`config.mk`:
```
export PLATFORM = sky130hd
export DESIGN_NAME = sal_regs
export DESIGN_NICKNAME = d
export VERILOG_FILES = /design/src/design/sal_pkg.sv /design/src/design/sal_regs.sv /design/src/design/sal_limit_cmp.sv
export VERILOG_INCLUDE_DIRS = /design/src /design/src/design
export SDC_FILE = /design/constraint.sdc
export NUM_CORES = 1
export LEC_CHECK = 0
export BUFFER_PORTS_ARGS = -buffer_cell sky130_fd_sc_hd__buf_2
export CORE_ASPECT_RATIO = 1.4
export CORE_MARGIN = 5
export CORE_UTILIZATION = 30
export CTS_CLUSTER_DIAMETER = 150
export DETAILED_ROUTE_END_ITERATION = 7
export GPL_ROUTABILITY_DRIVEN = 1
export PLACE_DENSITY_LB_ADDON = 0.08
export SYNTH_ARGS = -nofsm -noshare
export SYNTH_HDL_FRONTEND = slang
export SYNTH_HIERARCHICAL = 1
export SYNTH_SLANG_ARGS = --single-unit
```
`constraint.sdc`:
```
create_clock -name clock -period 4.1 [get_ports clock]
set_input_delay 0.41 -clock clock [delete_from_list [all_inputs] [get_ports clock]]
set_output_delay 0.41 -clock clock [all_outputs]
set_load 0.05 [all_outputs]
```
`src/design/sal_map.svh`:
```
`ifndef SAL_MAP_SVH
`define SAL_MAP_SVH

// ----------------------------------------------------------------
// register offsets
// ----------------------------------------------------------------
`define SAL_OFF_CH2_WARN     8'h0A
`define SAL_OFF_CH3_CRIT     8'h0B
`define SAL_OFF_CH3_WARN     8'h0C
`define SAL_OFF_TOTAL        8'h0D
`define SAL_OFF_TOTAL_LIMIT  8'h0E
`define SAL_OFF_ALERT_CFG    8'h0F

// ----------------------------------------------------------------
// reset values and field masks
// ----------------------------------------------------------------
`define SAL_RST_LIMIT        16'h7FF8
`define SAL_RST_TOTAL_LIMIT  16'h7FFE
`define SAL_RST_TOTAL        16'h0000
`define SAL_RST_ALERT_CFG    16'h0002
`define SAL_MASK_LIMIT       16'hFFF8
`define SAL_MASK_TOTAL       16'hFFFE

// ----------------------------------------------------------------
// alert_select_and_flags field positions
// ----------------------------------------------------------------
`define SAL_BIT_RSV          15
`define SAL_BIT_SEL_HI       14
`define SAL_BIT_SEL_LO       12
`define SAL_BIT_WARN_LATCH   11
`define SAL_BIT_CRIT_LATCH   10
`define SAL_BIT_CF_HI        9
`define SAL_BIT_CF_LO        7
`define SAL_BIT_SF           6
`define SAL_BIT_WF_HI        5
`define SAL_BIT_WF_LO        3
`define SAL_BIT_PVF          2
`define SAL_BIT_TCF          1
`define SAL_BIT_CONVERSION_DONE_FLAG         0

// ----------------------------------------------------------------
// data alignment
// ----------------------------------------------------------------
`define SAL_LIMIT_RSV_BITS   3
`define SAL_TOTAL_RSV_BITS   1

`endif

```
`src/design/sal_pkg.sv`:
```
package sal_pkg;

  typedef logic [15:0] sal_word_t;
  typedef logic [7:0]  sal_addr_t;
  typedef logic [1:0]  sal_chan_t;

  // index 0 is channel 1 in every 3-bit vector
  typedef struct packed {
    sal_word_t  ch2WarnLimit;
    sal_word_t  ch3CritLimit;
    sal_word_t  ch3WarnLimit;
    sal_word_t  totalLimit;
    sal_word_t  totalValue;
    sal_word_t  accum;
    logic       rsvTop;
    logic [2:0] totalChannelSelect;
    logic       warnLatchOn;
    logic       criticalLatchOn;
    logic [2:0] criticalChannelFlags;
    logic       totalAlertFlag;
    logic [2:0] warningChannelFlags;
    logic       powerGoodFlag;
    logic       timingAlertFlag;
    logic       conversionDoneFlag;
    logic [2:0] critOver;
    logic [2:0] warnOver;
    logic       totalOver;
    sal_word_t  rdData;
    logic       alertCrit;
    logic       alertWarn;
  } sal_state_t;

  // channel 1 sits in the highest bit of each register field
  function automatic logic [2:0] sal_rev3(input logic [2:0] v);
    sal_rev3 = {v[0], v[1], v[2]};
  endfunction

endpackage

```
`src/design/sal_regs.sv`:
```
`timescale 1ns/10ps
`include "sal_map.svh"

// Overview of operation
// - ch3 conversions checked against critical limit
// - ch3 averages checked against warning limit
// - ch3 limits bits 15-3, reset 7FF8h
// - ch2 warning limit in bits 15-3
// - total sums only selected channels' conversions
// - total refreshed once per full cycle
// - total read-only, sign 15, reset zero
// - total and its limit are twos-complement
// - total compared to limit each cycle
// - total limit bits 15-1, reset 7FFEh
// - config register steers both alert outputs
// - reading config register clears critical, warning and total flags
// - writing config register keeps alert flags
// - config register layout, reset 0002h
// - latch bits: 0 transparent, 1 latched
// - channel over critical sets flag, alert
// - total over limit sets flag, alert
// - select bit includes channel in total
module sal_regs
(
  input  wire logic                clock,
  input  wire logic                rst_n,
  input  wire sal_pkg::sal_addr_t  regAddr,
  input  wire logic                regWrEn,
  input  wire logic                regRdEn,
  input  wire sal_pkg::sal_word_t  regWrData,
  output sal_pkg::sal_word_t       regRdData,
  input  wire logic                shuntValid,
  input  wire sal_pkg::sal_chan_t  shuntChannel,
  input  wire sal_pkg::sal_word_t  shuntValue,
  input  wire logic                avgValid,
  input  wire sal_pkg::sal_chan_t  avgChannel,
  input  wire sal_pkg::sal_word_t  avgValue,
  input  wire logic                cycleDone,
  input  wire logic                configWrite,
  input  wire logic                powerValidLevel,
  input  wire logic                timingAlertEvent,
  input  wire logic                conversionDone,
  input  wire sal_pkg::sal_word_t  ch1CritLimit,
  input  wire sal_pkg::sal_word_t  ch2CritLimit,
  input  wire sal_pkg::sal_word_t  ch1WarnLimit,
  output logic                     alertCritical,
  output logic                     alertWarning
);
  import sal_pkg::*;

  localparam sal_state_t RST_STATE = '{
    ch2WarnLimit:    `SAL_RST_LIMIT,
    ch3CritLimit:    `SAL_RST_LIMIT,
    ch3WarnLimit:    `SAL_RST_LIMIT,
    totalLimit:      `SAL_RST_TOTAL_LIMIT,
    totalValue:      `SAL_RST_TOTAL,
    timingAlertFlag: 1'(`SAL_RST_ALERT_CFG >> `SAL_BIT_TCF),
    default:         '0
  };

  sal_state_t       s;
  sal_state_t       next_s;
  logic [2:0][15:0] critLimits;
  logic [2:0][15:0] warnLimits;
  logic [2:0]       critExceed;
  logic [2:0]       warnExceed;
  logic [2:0]       critSeen;
  logic [2:0]       warnSeen;
  logic [2:0]       critHit;
  logic [2:0]       warnHit;
  logic             totalExceed;
  logic             readHit;
  sal_word_t        addend;
  sal_word_t        sumNow;
  sal_word_t        totalNext;
  sal_word_t        alertWord;

  // ----------------------------------------------------------------
  // per-channel limit comparators
  // ----------------------------------------------------------------
  assign critLimits = {s.ch3CritLimit, ch2CritLimit, ch1CritLimit};
  assign warnLimits = {s.ch3WarnLimit, s.ch2WarnLimit, ch1WarnLimit};

  for (genvar g = 0; g < 3; g++)
  begin : gen_chan
    sal_limit_cmp
    #(
      .W        (16),
      .RSV_BITS (`SAL_LIMIT_RSV_BITS)
    )
    u_crit
    (
      .value  (shuntValue),
      .limit  (critLimits[g]),
      .exceed (critExceed[g])
    );

    sal_limit_cmp
    #(
      .W        (16),
      .RSV_BITS (`SAL_LIMIT_RSV_BITS)
    )
    u_warn
    (
      .value  (avgValue),
      .limit  (warnLimits[g]),
      .exceed (warnExceed[g])
    );

    assign critSeen[g] = shuntValid && (shuntChannel == 2'(g));
    assign warnSeen[g] = avgValid && (avgChannel == 2'(g));
    assign critHit[g]  = critSeen[g] && critExceed[g];
    assign warnHit[g]  = warnSeen[g] && warnExceed[g];
  end

  // ----------------------------------------------------------------
  // running total of selected single conversions
  // ----------------------------------------------------------------
  assign addend = (|(critSeen & s.totalChannelSelect)) ?
                  {{3{shuntValue[15]}}, shuntValue[15:3]} : '0;
  assign sumNow    = s.accum + addend;
  assign totalNext = {sumNow[14:0], 1'b0};

  sal_limit_cmp
  #(
    .W        (16),
    .RSV_BITS (`SAL_TOTAL_RSV_BITS)
  )
  u_total
  (
    .value  (totalNext),
    .limit  (s.totalLimit),
    .exceed (totalExceed)
  );

  // ----------------------------------------------------------------
  // register read view
  // ----------------------------------------------------------------
  assign readHit   = regRdEn && (regAddr == `SAL_OFF_ALERT_CFG);
  assign alertWord = {s.rsvTop, sal_rev3(s.totalChannelSelect),
                      s.warnLatchOn, s.criticalLatchOn,
                      sal_rev3(s.criticalChannelFlags), s.totalAlertFlag,
                      sal_rev3(s.warningChannelFlags), s.powerGoodFlag,
                      s.timingAlertFlag, s.conversionDoneFlag};

  // ----------------------------------------------------------------
  // next state
  // ----------------------------------------------------------------
  always_comb
  begin
    next_s = s;
    // host writes
    if (regWrEn)
    begin
      case (regAddr)
        `SAL_OFF_CH2_WARN:
          next_s.ch2WarnLimit = regWrData & `SAL_MASK_LIMIT;
        `SAL_OFF_CH3_CRIT:
          next_s.ch3CritLimit = regWrData & `SAL_MASK_LIMIT;
        `SAL_OFF_CH3_WARN:
          next_s.ch3WarnLimit = regWrData & `SAL_MASK_LIMIT;
        `SAL_OFF_TOTAL_LIMIT:
          next_s.totalLimit = regWrData & `SAL_MASK_TOTAL;
        `SAL_OFF_ALERT_CFG:
        begin
          // flags are not writable
          next_s.rsvTop = regWrData[`SAL_BIT_RSV];
          next_s.totalChannelSelect =
            sal_rev3(regWrData[`SAL_BIT_SEL_HI:`SAL_BIT_SEL_LO]);
          next_s.warnLatchOn = regWrData[`SAL_BIT_WARN_LATCH];
          next_s.criticalLatchOn = regWrData[`SAL_BIT_CRIT_LATCH];
        end
        default:
          next_s.rsvTop = s.rsvTop; // total register is read-only
      endcase
    end
    // host reads, unmapped offsets read zero
    if (regRdEn)
    begin
      case (regAddr)
        `SAL_OFF_CH2_WARN:    next_s.rdData = s.ch2WarnLimit;
        `SAL_OFF_CH3_CRIT:    next_s.rdData = s.ch3CritLimit;
        `SAL_OFF_CH3_WARN:    next_s.rdData = s.ch3WarnLimit;
        `SAL_OFF_TOTAL:       next_s.rdData = s.totalValue;
        `SAL_OFF_TOTAL_LIMIT: next_s.rdData = s.totalLimit;
        `SAL_OFF_ALERT_CFG:   next_s.rdData = alertWord;
        default:              next_s.rdData = '0;
      endcase
    end
    // present over-limit state per channel
    for (int c = 0; c < 3; c++)
    begin
      if (critSeen[c])
        next_s.critOver[c] = critExceed[c];
      if (warnSeen[c])
        next_s.warnOver[c] = warnExceed[c];
    end
    // sticky flags (powerGoodFlag follows powerValidLevel), a set in the read cycle survives
    next_s.criticalChannelFlags =
      (s.criticalChannelFlags & ~{3{readHit}}) | critHit;
    next_s.warningChannelFlags =
      (s.warningChannelFlags & ~{3{readHit}}) | warnHit;
    next_s.totalAlertFlag = s.totalAlertFlag & ~readHit;
    next_s.conversionDoneFlag =
      (s.conversionDoneFlag & ~(readHit | configWrite)) | conversionDone;
    next_s.powerGoodFlag   = powerValidLevel;
    next_s.timingAlertFlag = s.timingAlertFlag | timingAlertEvent;
    // total and its compare once per full cycle
    next_s.accum = sumNow;
    if (cycleDone)
    begin
      next_s.totalValue = totalNext;
      next_s.accum      = '0;
      next_s.totalOver  = totalExceed;
      if (totalExceed)
        next_s.totalAlertFlag = 1'b1;
    end
    // alert outputs
    next_s.alertCrit = s.criticalLatchOn ?
      (|next_s.criticalChannelFlags) | next_s.totalAlertFlag :
      (|next_s.critOver) | next_s.totalOver;
    next_s.alertWarn = s.warnLatchOn ?
      (|next_s.warningChannelFlags) : (|next_s.warnOver);
  end

  always_ff @(posedge clock)
  begin
    if (!rst_n)
      s <= RST_STATE;
    else
      s <= next_s;
  end

  assign regRdData     = s.rdData;
  assign alertCritical = s.alertCrit;
  assign alertWarning  = s.alertWarn;
endmodule

```
`src/design/sal_limit_cmp.sv`:
```
`timescale 1ns/10ps
`include "sal_map.svh"

module sal_limit_cmp
#(
  parameter int W        = 16,
  parameter int RSV_BITS = `SAL_LIMIT_RSV_BITS
)
(
  input  wire logic [W-1:0] value,
  input  wire logic [W-1:0] limit,
  output logic              exceed
);

  logic [W-1:0] valueAligned;
  logic [W-1:0] limitAligned;

  // ----------------------------------------------------------------
  // signed strict compare on equal bit weighting
  // ----------------------------------------------------------------
  assign valueAligned = {value[W-1:RSV_BITS], {RSV_BITS{1'b0}}};
  assign limitAligned = {limit[W-1:RSV_BITS], {RSV_BITS{1'b0}}};
  assign exceed = $signed(valueAligned) > $signed(limitAligned);

endmodule

```
==> key figures, run 1 <==
Outcome
  – Status: complete, but fails checks
  – Failing checks: negative setup slack

Route
  – Wirelength, routed: 28070 um
  – Total number of vias: 7537
  – DRC viols: 0
  – ANT nets after route: 0
  – Initial drt markers: 347
  – Router iterations before antenna repair: 5
  – Vias per std cell: 4.841
  – Drt wl/cell: 18.03 um

CTS
  – Root Driver: clkbuf_16
  – Total CTS buffers: 17
  – TritonCTS Sinks: 125
  – Max H-tree Level: 4
  – Clk Latency, worst-skew pair: 0.42 ns
  – TritonCTS clock tree: built
  – CTS max path bufs: 2
  – Clk slew on worst S/H paths: 0.06 ns

Critical path
  – Crit path launch type: flop
  – Critical path endpoint category: flop
  – Max Fanout on Critical Path: 4
  – Crit path DAT: 4.52 ns
  – Setup CP Type: flop to flop
  – WP data required: 4.45 ns

Floorplanning
  – # IOs: 137
  – Area of the core: 27660 um2
  – # rows: 72
  – Initial Utilization: 30.33%
  – DIE HEIGHT: 207.9 um
  – Chip Width: 151.3 um
  – Die Area: 31460 um2

Global routing
  – Total global-route track usage: 18.37%
  – Initial antenna violation count: 0
  – First-pass GRT wire length: 44060 um
  – Largest net degree at the start of global routing: 61
  – Total grt overflow: 0
  – Number of global-route vias before repair: 7838

Placed design
  – Placer Congestion: 0.8008
  – Port bufs: 120
  – Post-DP Area: 9664 um2
  – Post-DP HPWL: 22790 um

Pwr
  – Pleak: 5.375 nW
  – Peak supply drop: 289.8 uV
  – Total power: 3.251 mW
  – Power Density: 313.1 nW/um2

Yosys
  – Ys Warns: 6
  – Post-synthesis net count: 1248
  – Cell Area, Synth: 8389 um2
  – Syn avg cell area: 8.217 um2
  – Gate Count Post-Synth: 1021

Layout
  – Commonest non-fill, non-tap cell in the layout: nand2_1
  – Fillers: 2907
  – Final Cell Area: 10380 um2
  – Fraction of layout cells with a size suffix above 1: 24.60%
  – Multi-input logic area: 5231 um2
  – Final nets: 1401
  – Core Util, Final: 37.55%
  – Register area: 2509 um2
  – Layout area overhead: 23.77%
  – N_diodes: 0
  – Commonest non-fill, non-tap cells in the layout: 164 x nand2_1, 122 x dfxtp_1, 120 x buf_2, 114 x inv_1, 106 x ha_1

STA
  – Slew Limit Fails: 0
  – Final worst slack: -0.06777 ns
  – RSZ-0062 raised after global routing: yes
  – Final Hold Vio Count: 0
  – FMAX: 239.9 MHz
  – Crit share post-route: 101.7%
  – Endpoints failing setup: 1
  – Slew HR: 27.36%
  – Skew final: 0.005914 ns
  – Final worst path period need: 4.168 ns
  – Slew @ Worst Pin: 1.086 ns

Worst hold path
  – Worst Hold Class: input port to flop

Flow run
  – Max Cap Viol: 0
layout make-up:
| type | count | area share [%] |
|---|---|---|
| timing repair buffer | 189 | 10.81 |
| sequential | 125 | 24.16 |
| inverter | 116 | 4.193 |
| clock inverter | 14 | 1.868 |
| clock buffer | 18 | 4.133 |
| tap | 370 | 4.458 |
| multi-input combinational | 725 | 50.38 |
path summary, 6_finish.rpt:
kind / startpoint / endpoint / slack, ns / cells past startpoint
max: alertWord[14] / alertCritical / -0.07 / 22
min: timingAlertEvent / alertWord[1] / 0.17 / 2
max reg2reg: alertWord[14] / alertCritical / -0.07 / 22
min reg2reg: alertWord[1] / alertWord[1] / 0.46 / 1
state kept, by name, summed over array words and instances, names as in the netlist:
signal	cells
alertCritical	1
s	78
regRdData	16
alertWarning	1
critLimits	13
alertWord	16
critical path: stages (launching register included):
cell and delay [ns]:
dfxtp_4 0.36, mux2i_4 0.17, o22ai_4 0.14, and2_4 0.17, ha_4 0.16, fa_2 0.33
a21o_1 0.23, a221oi_4 0.29, buf_4 0.18, o21bai_1 0.08, a211oi_2 0.23, nor2_1 0.09
ha_1 0.32, a21oi_2 0.06, o21a_1 0.16, o2111a_1 0.22, a222oi_1 0.31, nand2_1 0.14
o21ai_2 0.10, nor2_1 0.05, nand3_1 0.09, a21oi_2 0.06, a21oi_2 0.14
repair_timing:
action                     4_1_cts  5_1_grt
hold endpoints to repair         0        0
setup endpoints to repair        3        3
resized for setup                9       14
hold buffers                     0        0
pin swaps                       15       16
setup buffers                    3        1
layer usage:
metal	GRT usage, %	up-vias	part of all wire (%)
li1	-	3824	-
met2	33.61	155	53
met3	2.686	41	2.9
met5	0	-	0
met4	7.196	0	3.2
met1	21.01	3517	41
power breakdown:
part / internal (mW) / total (mW) / switching (mW)
Clock: 1.02 / 1.61 / 0.591
Combinational: 0.152 / 0.401 / 0.249
Sequential: 1.23 / 1.24 / 0.0101
Total: 2.40 / 3.25 / 0.850
metrics by stage:
| step | hold slack, ns | setup TNS [ns] | setup WS, ns | instances |
|---|---|---|---|---|
| after global routing | 0.1648 | -0.5885 | -0.3545 | 1557 |
| after CTS | 0.1554 | -0.2370 | -0.2370 | 1557 |
| final | 0.1749 | -0.06777 | -0.06777 | 1557 |
| after global placement | 0.4538 | -1.100 | -0.5034 | 1522 |
| after detailed placement | 0.4505 | -1.459 | -0.6374 | 1522 |
| after floorplan | 0.4094 | 0 | 0.0004707 | 1021 |
Power figures use the tool's default switching activity.
==> run 2: changes to the inputs <==
--- a/config.mk
+++ b/config.mk
@@ -9,7 +9,7 @@
 export BUFFER_PORTS_ARGS = -buffer_cell sky130_fd_sc_hd__buf_2
 export CORE_ASPECT_RATIO = 1.4
 export CORE_MARGIN = 5
-export CORE_UTILIZATION = 30
+export CORE_UTILIZATION = 25
 export CTS_CLUSTER_DIAMETER = 150
 export DETAILED_ROUTE_END_ITERATION = 7
 export GPL_ROUTABILITY_DRIVEN = 1
==> key figures, run 2 (same netlist as run 1, synthesis figures left out) <==
CTS
  – Clk Latency, worst-skew pair: 0.43 ns (was 0.42 ns)
  – Total CTS buffers: 17 (unchanged)
  – TritonCTS clock tree: built (unchanged)
  – TritonCTS Sinks: 125 (unchanged)
  – Root Driver: clkbuf_16 (unchanged)
  – Max H-tree Level: 4 (unchanged)
  – Clk slew on worst S/H paths: 0.06 ns (about the same)
  – CTS max path bufs: 2 (unchanged)

Floorplanning
  – DIE HEIGHT: 226.8 um (was 207.9 um)
  – # IOs: 137 (unchanged)
  – Initial Utilization: 25.26% (was 30.33%)
  – Area of the core: 33210 um2 (was 27660 um2)
  – Die Area: 37370 um2 (was 31460 um2)
  – Chip Width: 164.8 um (was 151.3 um)
  – # rows: 79 (was 72)

STA
  – Slew Limit Fails: 0 (unchanged)
  – Slew HR: 48.25% (was 27.36%)
  – Crit share post-route: 101.1% (was 101.7%)
  – Final worst path period need: 4.144 ns (was 4.168 ns)
  – Slew @ Worst Pin: 0.7741 ns (was 1.086 ns)
  – Final Hold Vio Count: 0 (unchanged)
  – FMAX: 241.3 MHz (was 239.9 MHz)
  – Final TNS setup: -0.04418 ns (was -0.06777 ns)
  – Skew final: 0.009112 ns (was 0.005914 ns)
  – Final worst slack: -0.04418 ns (was -0.06777 ns)
  – Endpoints failing setup: 1 (unchanged)
  – RSZ-0062 raised after global routing: yes (unchanged)

Pwr
  – Pleak: 5.393 nW (was 5.375 nW)
  – Clk network pwr share: 48.8% (was 49.5%)
  – Sequential power share: 38.7% (was 38.2%)
  – Total power: 3.205 mW (was 3.251 mW)
  – Int Power: 2.364 mW (was 2.401 mW)
  – Psw: 0.8407 mW (was 0.8496 mW)
  – Switching share of power: 26.23% (was 26.13%)
  – Power Density: 304.8 nW/um2 (was 313.1 nW/um2)
  – Peak supply drop: 248.5 uV (was 289.8 uV)
  – Combinational share of power: 12.4% (was 12.3%)

Layout
  – Layout area overhead: 25.34% (was 23.77%)
  – Largest reg by FF count: s (unchanged)
  – Fraction of layout cells with a size suffix above 1: 24.96% (was 24.60%)
  – Max FFs per register: 78 (unchanged)
  – Final instance count without filler cells: 1635 (was 1557)
  – Fillers: 3660 (was 2907)
  – Commonest non-fill, non-tap cells in the layout: 164 x nand2_1, 122 x dfxtp_1, 120 x buf_2, 114 x inv_1, 105 x ha_1 (was 164 x nand2_1, 122 x dfxtp_1, 120 x buf_2, 114 x inv_1, 106 x ha_1)
  – Final nets: 1404 (was 1401)
  – Multi-input logic area: 5271 um2 (was 5231 um2)
  – Register area: 2506 um2 (was 2509 um2)
  – Commonest non-fill, non-tap cell in the layout: nand2_1 (unchanged)
  – N_diodes: 0 (unchanged)
  – Core Util, Final: 31.66% (was 37.55%)

Placed design
  – Placer Congestion: 0.7903 (was 0.8008)
  – Placed cell count: 1598 (was 1522)
  – Setup Slack @ Placement: -0.6291 ns (was -0.6374 ns)
  – Post-DP HPWL: 24090 um (was 22790 um)
  – Port bufs: 120 (unchanged)

Critical path
  – Crit path DAT: 4.50 ns (was 4.52 ns)
  – R2r endpoint: alertCritical (unchanged)
  – Reg2Reg Setup Slack: -0.04 ns (was -0.07 ns)
  – Crit-path max cell delay: 0.35 ns (was 0.36 ns)
  – Crit. Startpoint: alertWord[14] (unchanged)
  – Critical path endpoint category: flop (unchanged)
  – Worst-path cell with the longest stage delay: a222oi_1 (was dfxtp_4)
  – Crit path capture: alertCritical (unchanged)
  – Max Fanout on Critical Path: 4 (unchanged)
  – WP data required: 4.46 ns (was 4.45 ns)
  – Worst path most repeated cell: a21oi_1 (was a21oi_2)
  – Reg2reg start: alertWord[14] (unchanged)
  – Critical path cell sequence: mux2i_4 > o22ai_4 > and2_4 > ha_4 > fa_2 > a21o_1 > a221oi_4 > buf_4 > o21bai_1 > a211oi_1 > nor2_1 > ha_1 > a21oi_1 > o21a_1 > o2111a_1 > a222oi_1 > nand2_1 > o21ai_2 > nor2_1 > nand3_1 > a21oi_1 > a21oi_1 (was mux2i_4 > o22ai_4 > and2_4 > ha_4 > fa_2 > a21o_1 > a221oi_4 > buf_4 > o21bai_1 > a211oi_2 > nor2_1 > ha_1 > a21oi_2 > o21a_1 > o2111a_1 > a222oi_1 > nand2_1 > o21ai_2 > nor2_1 > nand3_1 > a21oi_2 > a21oi_2)
  – Worst r2r path cells: 22 (unchanged)
  – Crit path launch type: flop (unchanged)
  – Setup CP Type: flop to flop (unchanged)

Route
  – Vias per std cell: 4.589 (was 4.841)
  – Metal-1 WL: 12030 um (was 11550 um)
  – Highest Signal Layer: met4 (unchanged)
  – Wirelength, routed: 29660 um (was 28070 um)
  – Metal3 WL: 883 um (was 818 um)
  – Drt wl/cell: 18.14 um (was 18.03 um)
  – ANT nets after route: 0 (unchanged)
  – Total number of vias: 7503 (was 7537)
  – Router iterations before antenna repair: 5 (unchanged)
  – DRC viols: 0 (unchanged)
  – Routed length on met2: 15930 um (was 14810 um)
  – Initial drt markers: 360 (was 347)

Worst hold path
  – Worst Hold Class: input port to flop (unchanged)
  – Min-delay src: timingAlertEvent (unchanged)

Global routing
  – Total global-route track usage: 16.18% (was 18.37%)
  – First-pass GRT wire length: 45030 um (was 44060 um)
  – Total grt overflow: 0 (unchanged)
  – Number of global-route vias before repair: 7801 (was 7838)
  – Initial antenna violation count: 0 (unchanged)
  – Largest net degree at the start of global routing: 61 (unchanged)

Flow run
  – Max Cap Viol: 0 (unchanged)

Outcome
  – Failing checks: negative setup slack (unchanged)
  – Status: complete, but fails checks (unchanged)
[run 2: cell types whose count changed in the layout (fill, tap and decap cells not counted), sizes merged]
| cell | before | now |
|---|---|---|
| inv | 115 | 114 |
| bufinv | 4 | 3 |
| clkbuf | 18 | 20 |
| buf | 189 | 192 |
[run 2: critical path, delay by kind of cell (launching register included)]
family	cells	cell delay (ns)
buf+inv	1	0.17
mux	1	0.16
compound gates	12	2.02
fa+ha+maj	3	0.80
simple gates	5	0.57
flops	1	0.33
[run 2: repair_timing]
| action | CTS | global route |
|---|---|---|
| endpoints found under the setup margin | 3 | 3 |
| pin swaps | 15 | 23 |
| setup buffers | 3 | 3 |
| gates resized for setup | 7 | 20 |
| hold buffers | 0 | 0 |
[run 2: final cells by class]
cell class	instances	share of cell area, %
timing repair buffer	192	10.89
sequential	125	23.83
clock buffer	20	4.343
clock inverter	12	1.368
inverter	116	4.141
tap	445	5.295
multi-input combinational	725	50.13
[run 2: worst min-delay path by stage]
stage	to	slack, ns	cells past startpoint
finish	alertWord[1]	0.16	2
global route	alertWord[1]	0.16	2
CTS	alertWord[1]	0.14	2
detailed placement	alertWord[1]	0.45	1
global placement	alertWord[1]	0.44	1
floorplan	alertWord[1]	0.41	1
[run 2: metrics by stage]
step	cell area (um2)	hold slack (ns)
after detailed placement	9766	0.4475
after global placement	9766	0.4393
after CTS	10410	0.1351
after floorplan	8389	0.4094
after global routing	10520	0.1555
final	10520	0.1617
[run 2: per-layer routing]
layer  GRT usage, %  vias to the layer above
met5              0                        -
met1          17.88                     3507
met2          30.54                      130
met4          5.584                        0
li1               -                     3831
met3          3.055                       35
[run 2: power by group through the flow]
stage | clock network (mW) | registers, mW | logic [mW]
2_1_floorplan | 0 | 1.27 | 0.246
3_3_place_gp | 0 | 1.27 | 0.406
3_5_place_dp | 0 | 1.27 | 0.407
4_1_cts | 1.61 | 1.24 | 0.409
5_1_grt | 1.66 | 1.24 | 0.448
6_report | 1.57 | 1.24 | 0.398
==> run 3: changes to the inputs <==
--- a/config.mk
+++ b/config.mk
@@ -6,6 +6,7 @@
 export SDC_FILE = /design/constraint.sdc
 export NUM_CORES = 1
 export LEC_CHECK = 0
+export ABC_AREA = 1
 export BUFFER_PORTS_ARGS = -buffer_cell sky130_fd_sc_hd__buf_2
 export CORE_ASPECT_RATIO = 1.4
 export CORE_MARGIN = 5
==> key figures, run 3 <==
Outcome
  – Status: completed (was complete, but fails checks)

Critical path
  – Crit path DAT: 4.09 ns (was 4.50 ns)
  – Reg2Reg Setup Slack: 0.34 ns (was -0.04 ns)
  – WP data required: 4.44 ns (was 4.46 ns)
  – Setup CP Type: flop to flop (unchanged)
  – Critical path endpoint category: flop (unchanged)
  – Reg2reg start: alertWord[13] (was alertWord[14])
  – Worst-path cell with the longest stage delay: fa_1 (was a222oi_1)
  – Crit path launch type: flop (unchanged)
  – Crit-path max cell delay: 0.39 ns (was 0.35 ns)
  – R2r endpoint: alertCritical (unchanged)
  – Worst path most repeated cell: nand2_1 (was a21oi_1)
  – Worst r2r path cells: 32 (was 22)
  – Max Fanout on Critical Path: 3 (was 4)

Route
  – Vias per std cell: 4.312 (was 4.589)
  – Drt wl/cell: 16.07 um (was 18.14 um)
  – Router iterations before antenna repair: 4 (was 5)
  – DRC viols: 0 (unchanged)
  – Total number of vias: 8624 (was 7503)
  – Wirelength, routed: 32140 um (was 29660 um)
  – Initial drt markers: 400 (was 360)
  – ANT nets after route: 0 (unchanged)

Floorplanning
  – Chip Width: 169.8 um (was 164.8 um)
  – Area of the core: 35600 um2 (was 33210 um2)
  – Die Area: 39690 um2 (was 37370 um2)
  – # IOs: 137 (unchanged)
  – # rows: 82 (was 79)
  – Initial Utilization: 25.11% (was 25.26%)
  – DIE HEIGHT: 233.7 um (was 226.8 um)

Yosys
  – Gate Count Post-Synth: 1366 (was 1021)
  – Syn avg cell area: 6.544 um2 (was 8.217 um2)
  – Post-synthesis net count: 1593 (was 1248)
  – Ys Warns: 6 (unchanged)
  – Cell Area, Synth: 8939 um2 (was 8389 um2)

STA
  – Slew HR: 36.57% (was 48.25%)
  – Final worst path period need: 3.758 ns (was 4.144 ns)
  – Slew @ Worst Pin: 0.9504 ns (was 0.7741 ns)
  – Endpoints failing setup: 0 (was 1)
  – FMAX: 266.1 MHz (was 241.3 MHz)
  – Final TNS setup: 0 ns (was -0.04418 ns)
  – Slew Limit Fails: 0 (unchanged)
  – Skew final: 0.007663 ns (was 0.009112 ns)
  – Crit share post-route: 91.66% (was 101.1%)
  – Final hold slack: 0.1700 ns (was 0.1617 ns)
  – RSZ-0062 raised after global routing: no (was yes)
  – Final Hold Vio Count: 0 (unchanged)

CTS
  – TritonCTS clock tree: built (unchanged)
  – Clk slew on worst S/H paths: 0.06 ns (about the same)
  – CTS max path bufs: 2 (unchanged)
  – Root Driver: clkbuf_16 (unchanged)
  – TritonCTS Sinks: 125 (unchanged)
  – Clk Latency, worst-skew pair: 0.43 ns (about the same)
  – Max H-tree Level: 4 (unchanged)
  – Total CTS buffers: 17 (unchanged)

Layout
  – Max FFs per register: 78 (unchanged)
  – Commonest non-fill, non-tap cells in the layout: 350 x nand2_1, 298 x inv_1, 125 x dfxtp_1, 120 x buf_2, 104 x nor2_1 (was 164 x nand2_1, 122 x dfxtp_1, 120 x buf_2, 114 x inv_1, 105 x ha_1)
  – Fillers: 3945 (was 3660)
  – Layout area overhead: 23.96% (was 25.34%)
  – Largest reg by FF count: s (unchanged)
  – Final Cell Area: 11080 um2 (was 10520 um2)
  – Final nets: 1752 (was 1404)
  – Fraction of layout cells with a size suffix above 1: 18.73% (was 24.96%)
  – N_diodes: 0 (unchanged)
  – Final instance count without filler cells: 2000 (was 1635)
  – Commonest non-fill, non-tap cell in the layout: nand2_1 (unchanged)

Placed design
  – Placer Congestion: 0.8061 (was 0.7903)
  – Placed cell count: 1968 (was 1598)
  – Port bufs: 120 (unchanged)
  – Post-DP Area: 10340 um2 (was 9766 um2)
  – Post-DP HPWL: 26220 um (was 24090 um)

Pwr
  – Pleak: 6.472 nW (was 5.393 nW)
  – Power Density: 294.5 nW/um2 (was 304.8 nW/um2)
  – Peak supply drop: 202.7 uV (was 248.5 uV)

Global routing
  – Total grt overflow: 0 (unchanged)
  – Number of global-route vias before repair: 8526 (was 7801)
  – Initial antenna violation count: 2 (was 0)
  – Total global-route track usage: 16.44% (was 16.18%)
  – First-pass GRT wire length: 48980 um (was 45030 um)
  – Largest net degree at the start of global routing: 48 (was 61)

Worst hold path
  – Min-delay src: timingAlertEvent (unchanged)
  – Hold Crit Depth: 3 (was 2)
  – Worst Hold Class: input port to flop (unchanged)
  – Worst Hold End: alertWord[1] (unchanged)

Flow run
  – Max Cap Viol: 0 (unchanged)
==> run 3: worst max-delay path by stage <==
stage,start,end,slack (ns),depth (start not counted)
after floorplan,shuntChannel[1],alertCritical,0.40,34
final,alertWord[13],alertCritical,0.34,32
after detailed placement,shuntChannel[0],alertCritical,-0.18,33
after CTS,alertWord[13],alertCritical,0.05,31
after global routing,alertWord[13],alertCritical,0.009,31
after global placement,shuntChannel[0],alertCritical,-0.16,35
==> run 3: where the power goes <==
group          leakage (nW)  switching, mW  internal (mW)
clock network         0.307          0.603           1.03
registers              1.01        0.00990           1.23
logic                  5.15          0.257          0.127
total                  6.47          0.870           2.39
==> run 3: per-layer routing <==
metal / share of wire, % / global-route usage, % / vias to the layer above / wire length [um]
met5: 0.044 / 0 / - / 14
met4: 2.9 / 6.116 / 4 / 925
met3: 3.6 / 2.597 / 35 / 1161
met2: 51 / 29.71 / 175 / 16370
met1: 43 / 19.47 / 3860 / 13660
li1: - / - / 4550 / -
==> run 3: through the flow <==
| stage | utilization [%] | setup slack (ns) | total power, mW |
|---|---|---|---|
| after floorplan | - | 0.3960 | 1.497 |
| after global placement | 29.03 | -0.1580 | 1.658 |
| after detailed placement | 29.03 | -0.1770 | 1.662 |
| after CTS | 30.80 | 0.04546 | 3.322 |
| after global routing | 31.12 | 0.009185 | 3.419 |
| final | 31.12 | 0.3418 | 3.264 |
==> run 3: timing repair <==
item,CTS,global route
buffers inserted,0,0
gates resized for setup,0,20
hold buffers,0,0
setup endpoints to repair,0,2
==> run 3: critical path: cells and delay by family (launching register included) <==
kind            cells  cell delay [ns]
compound gates      2             0.24
flops               1             0.32
fa+ha+maj           3             0.87
buf+inv             4             0.17
simple gates       23             2.04
==> run 3: final cells by class <==
cell class	instances	area, um2	area share [%]
flip-flops and latches	125	2502	22.58
clock inverters	14	190.2	1.716
well taps	462	578.1	5.217
multi-input cells	891	5124	46.24
inverters	305	1146	10.34
clock buffers	18	439.2	3.963
repair buffers	185	1101	9.937
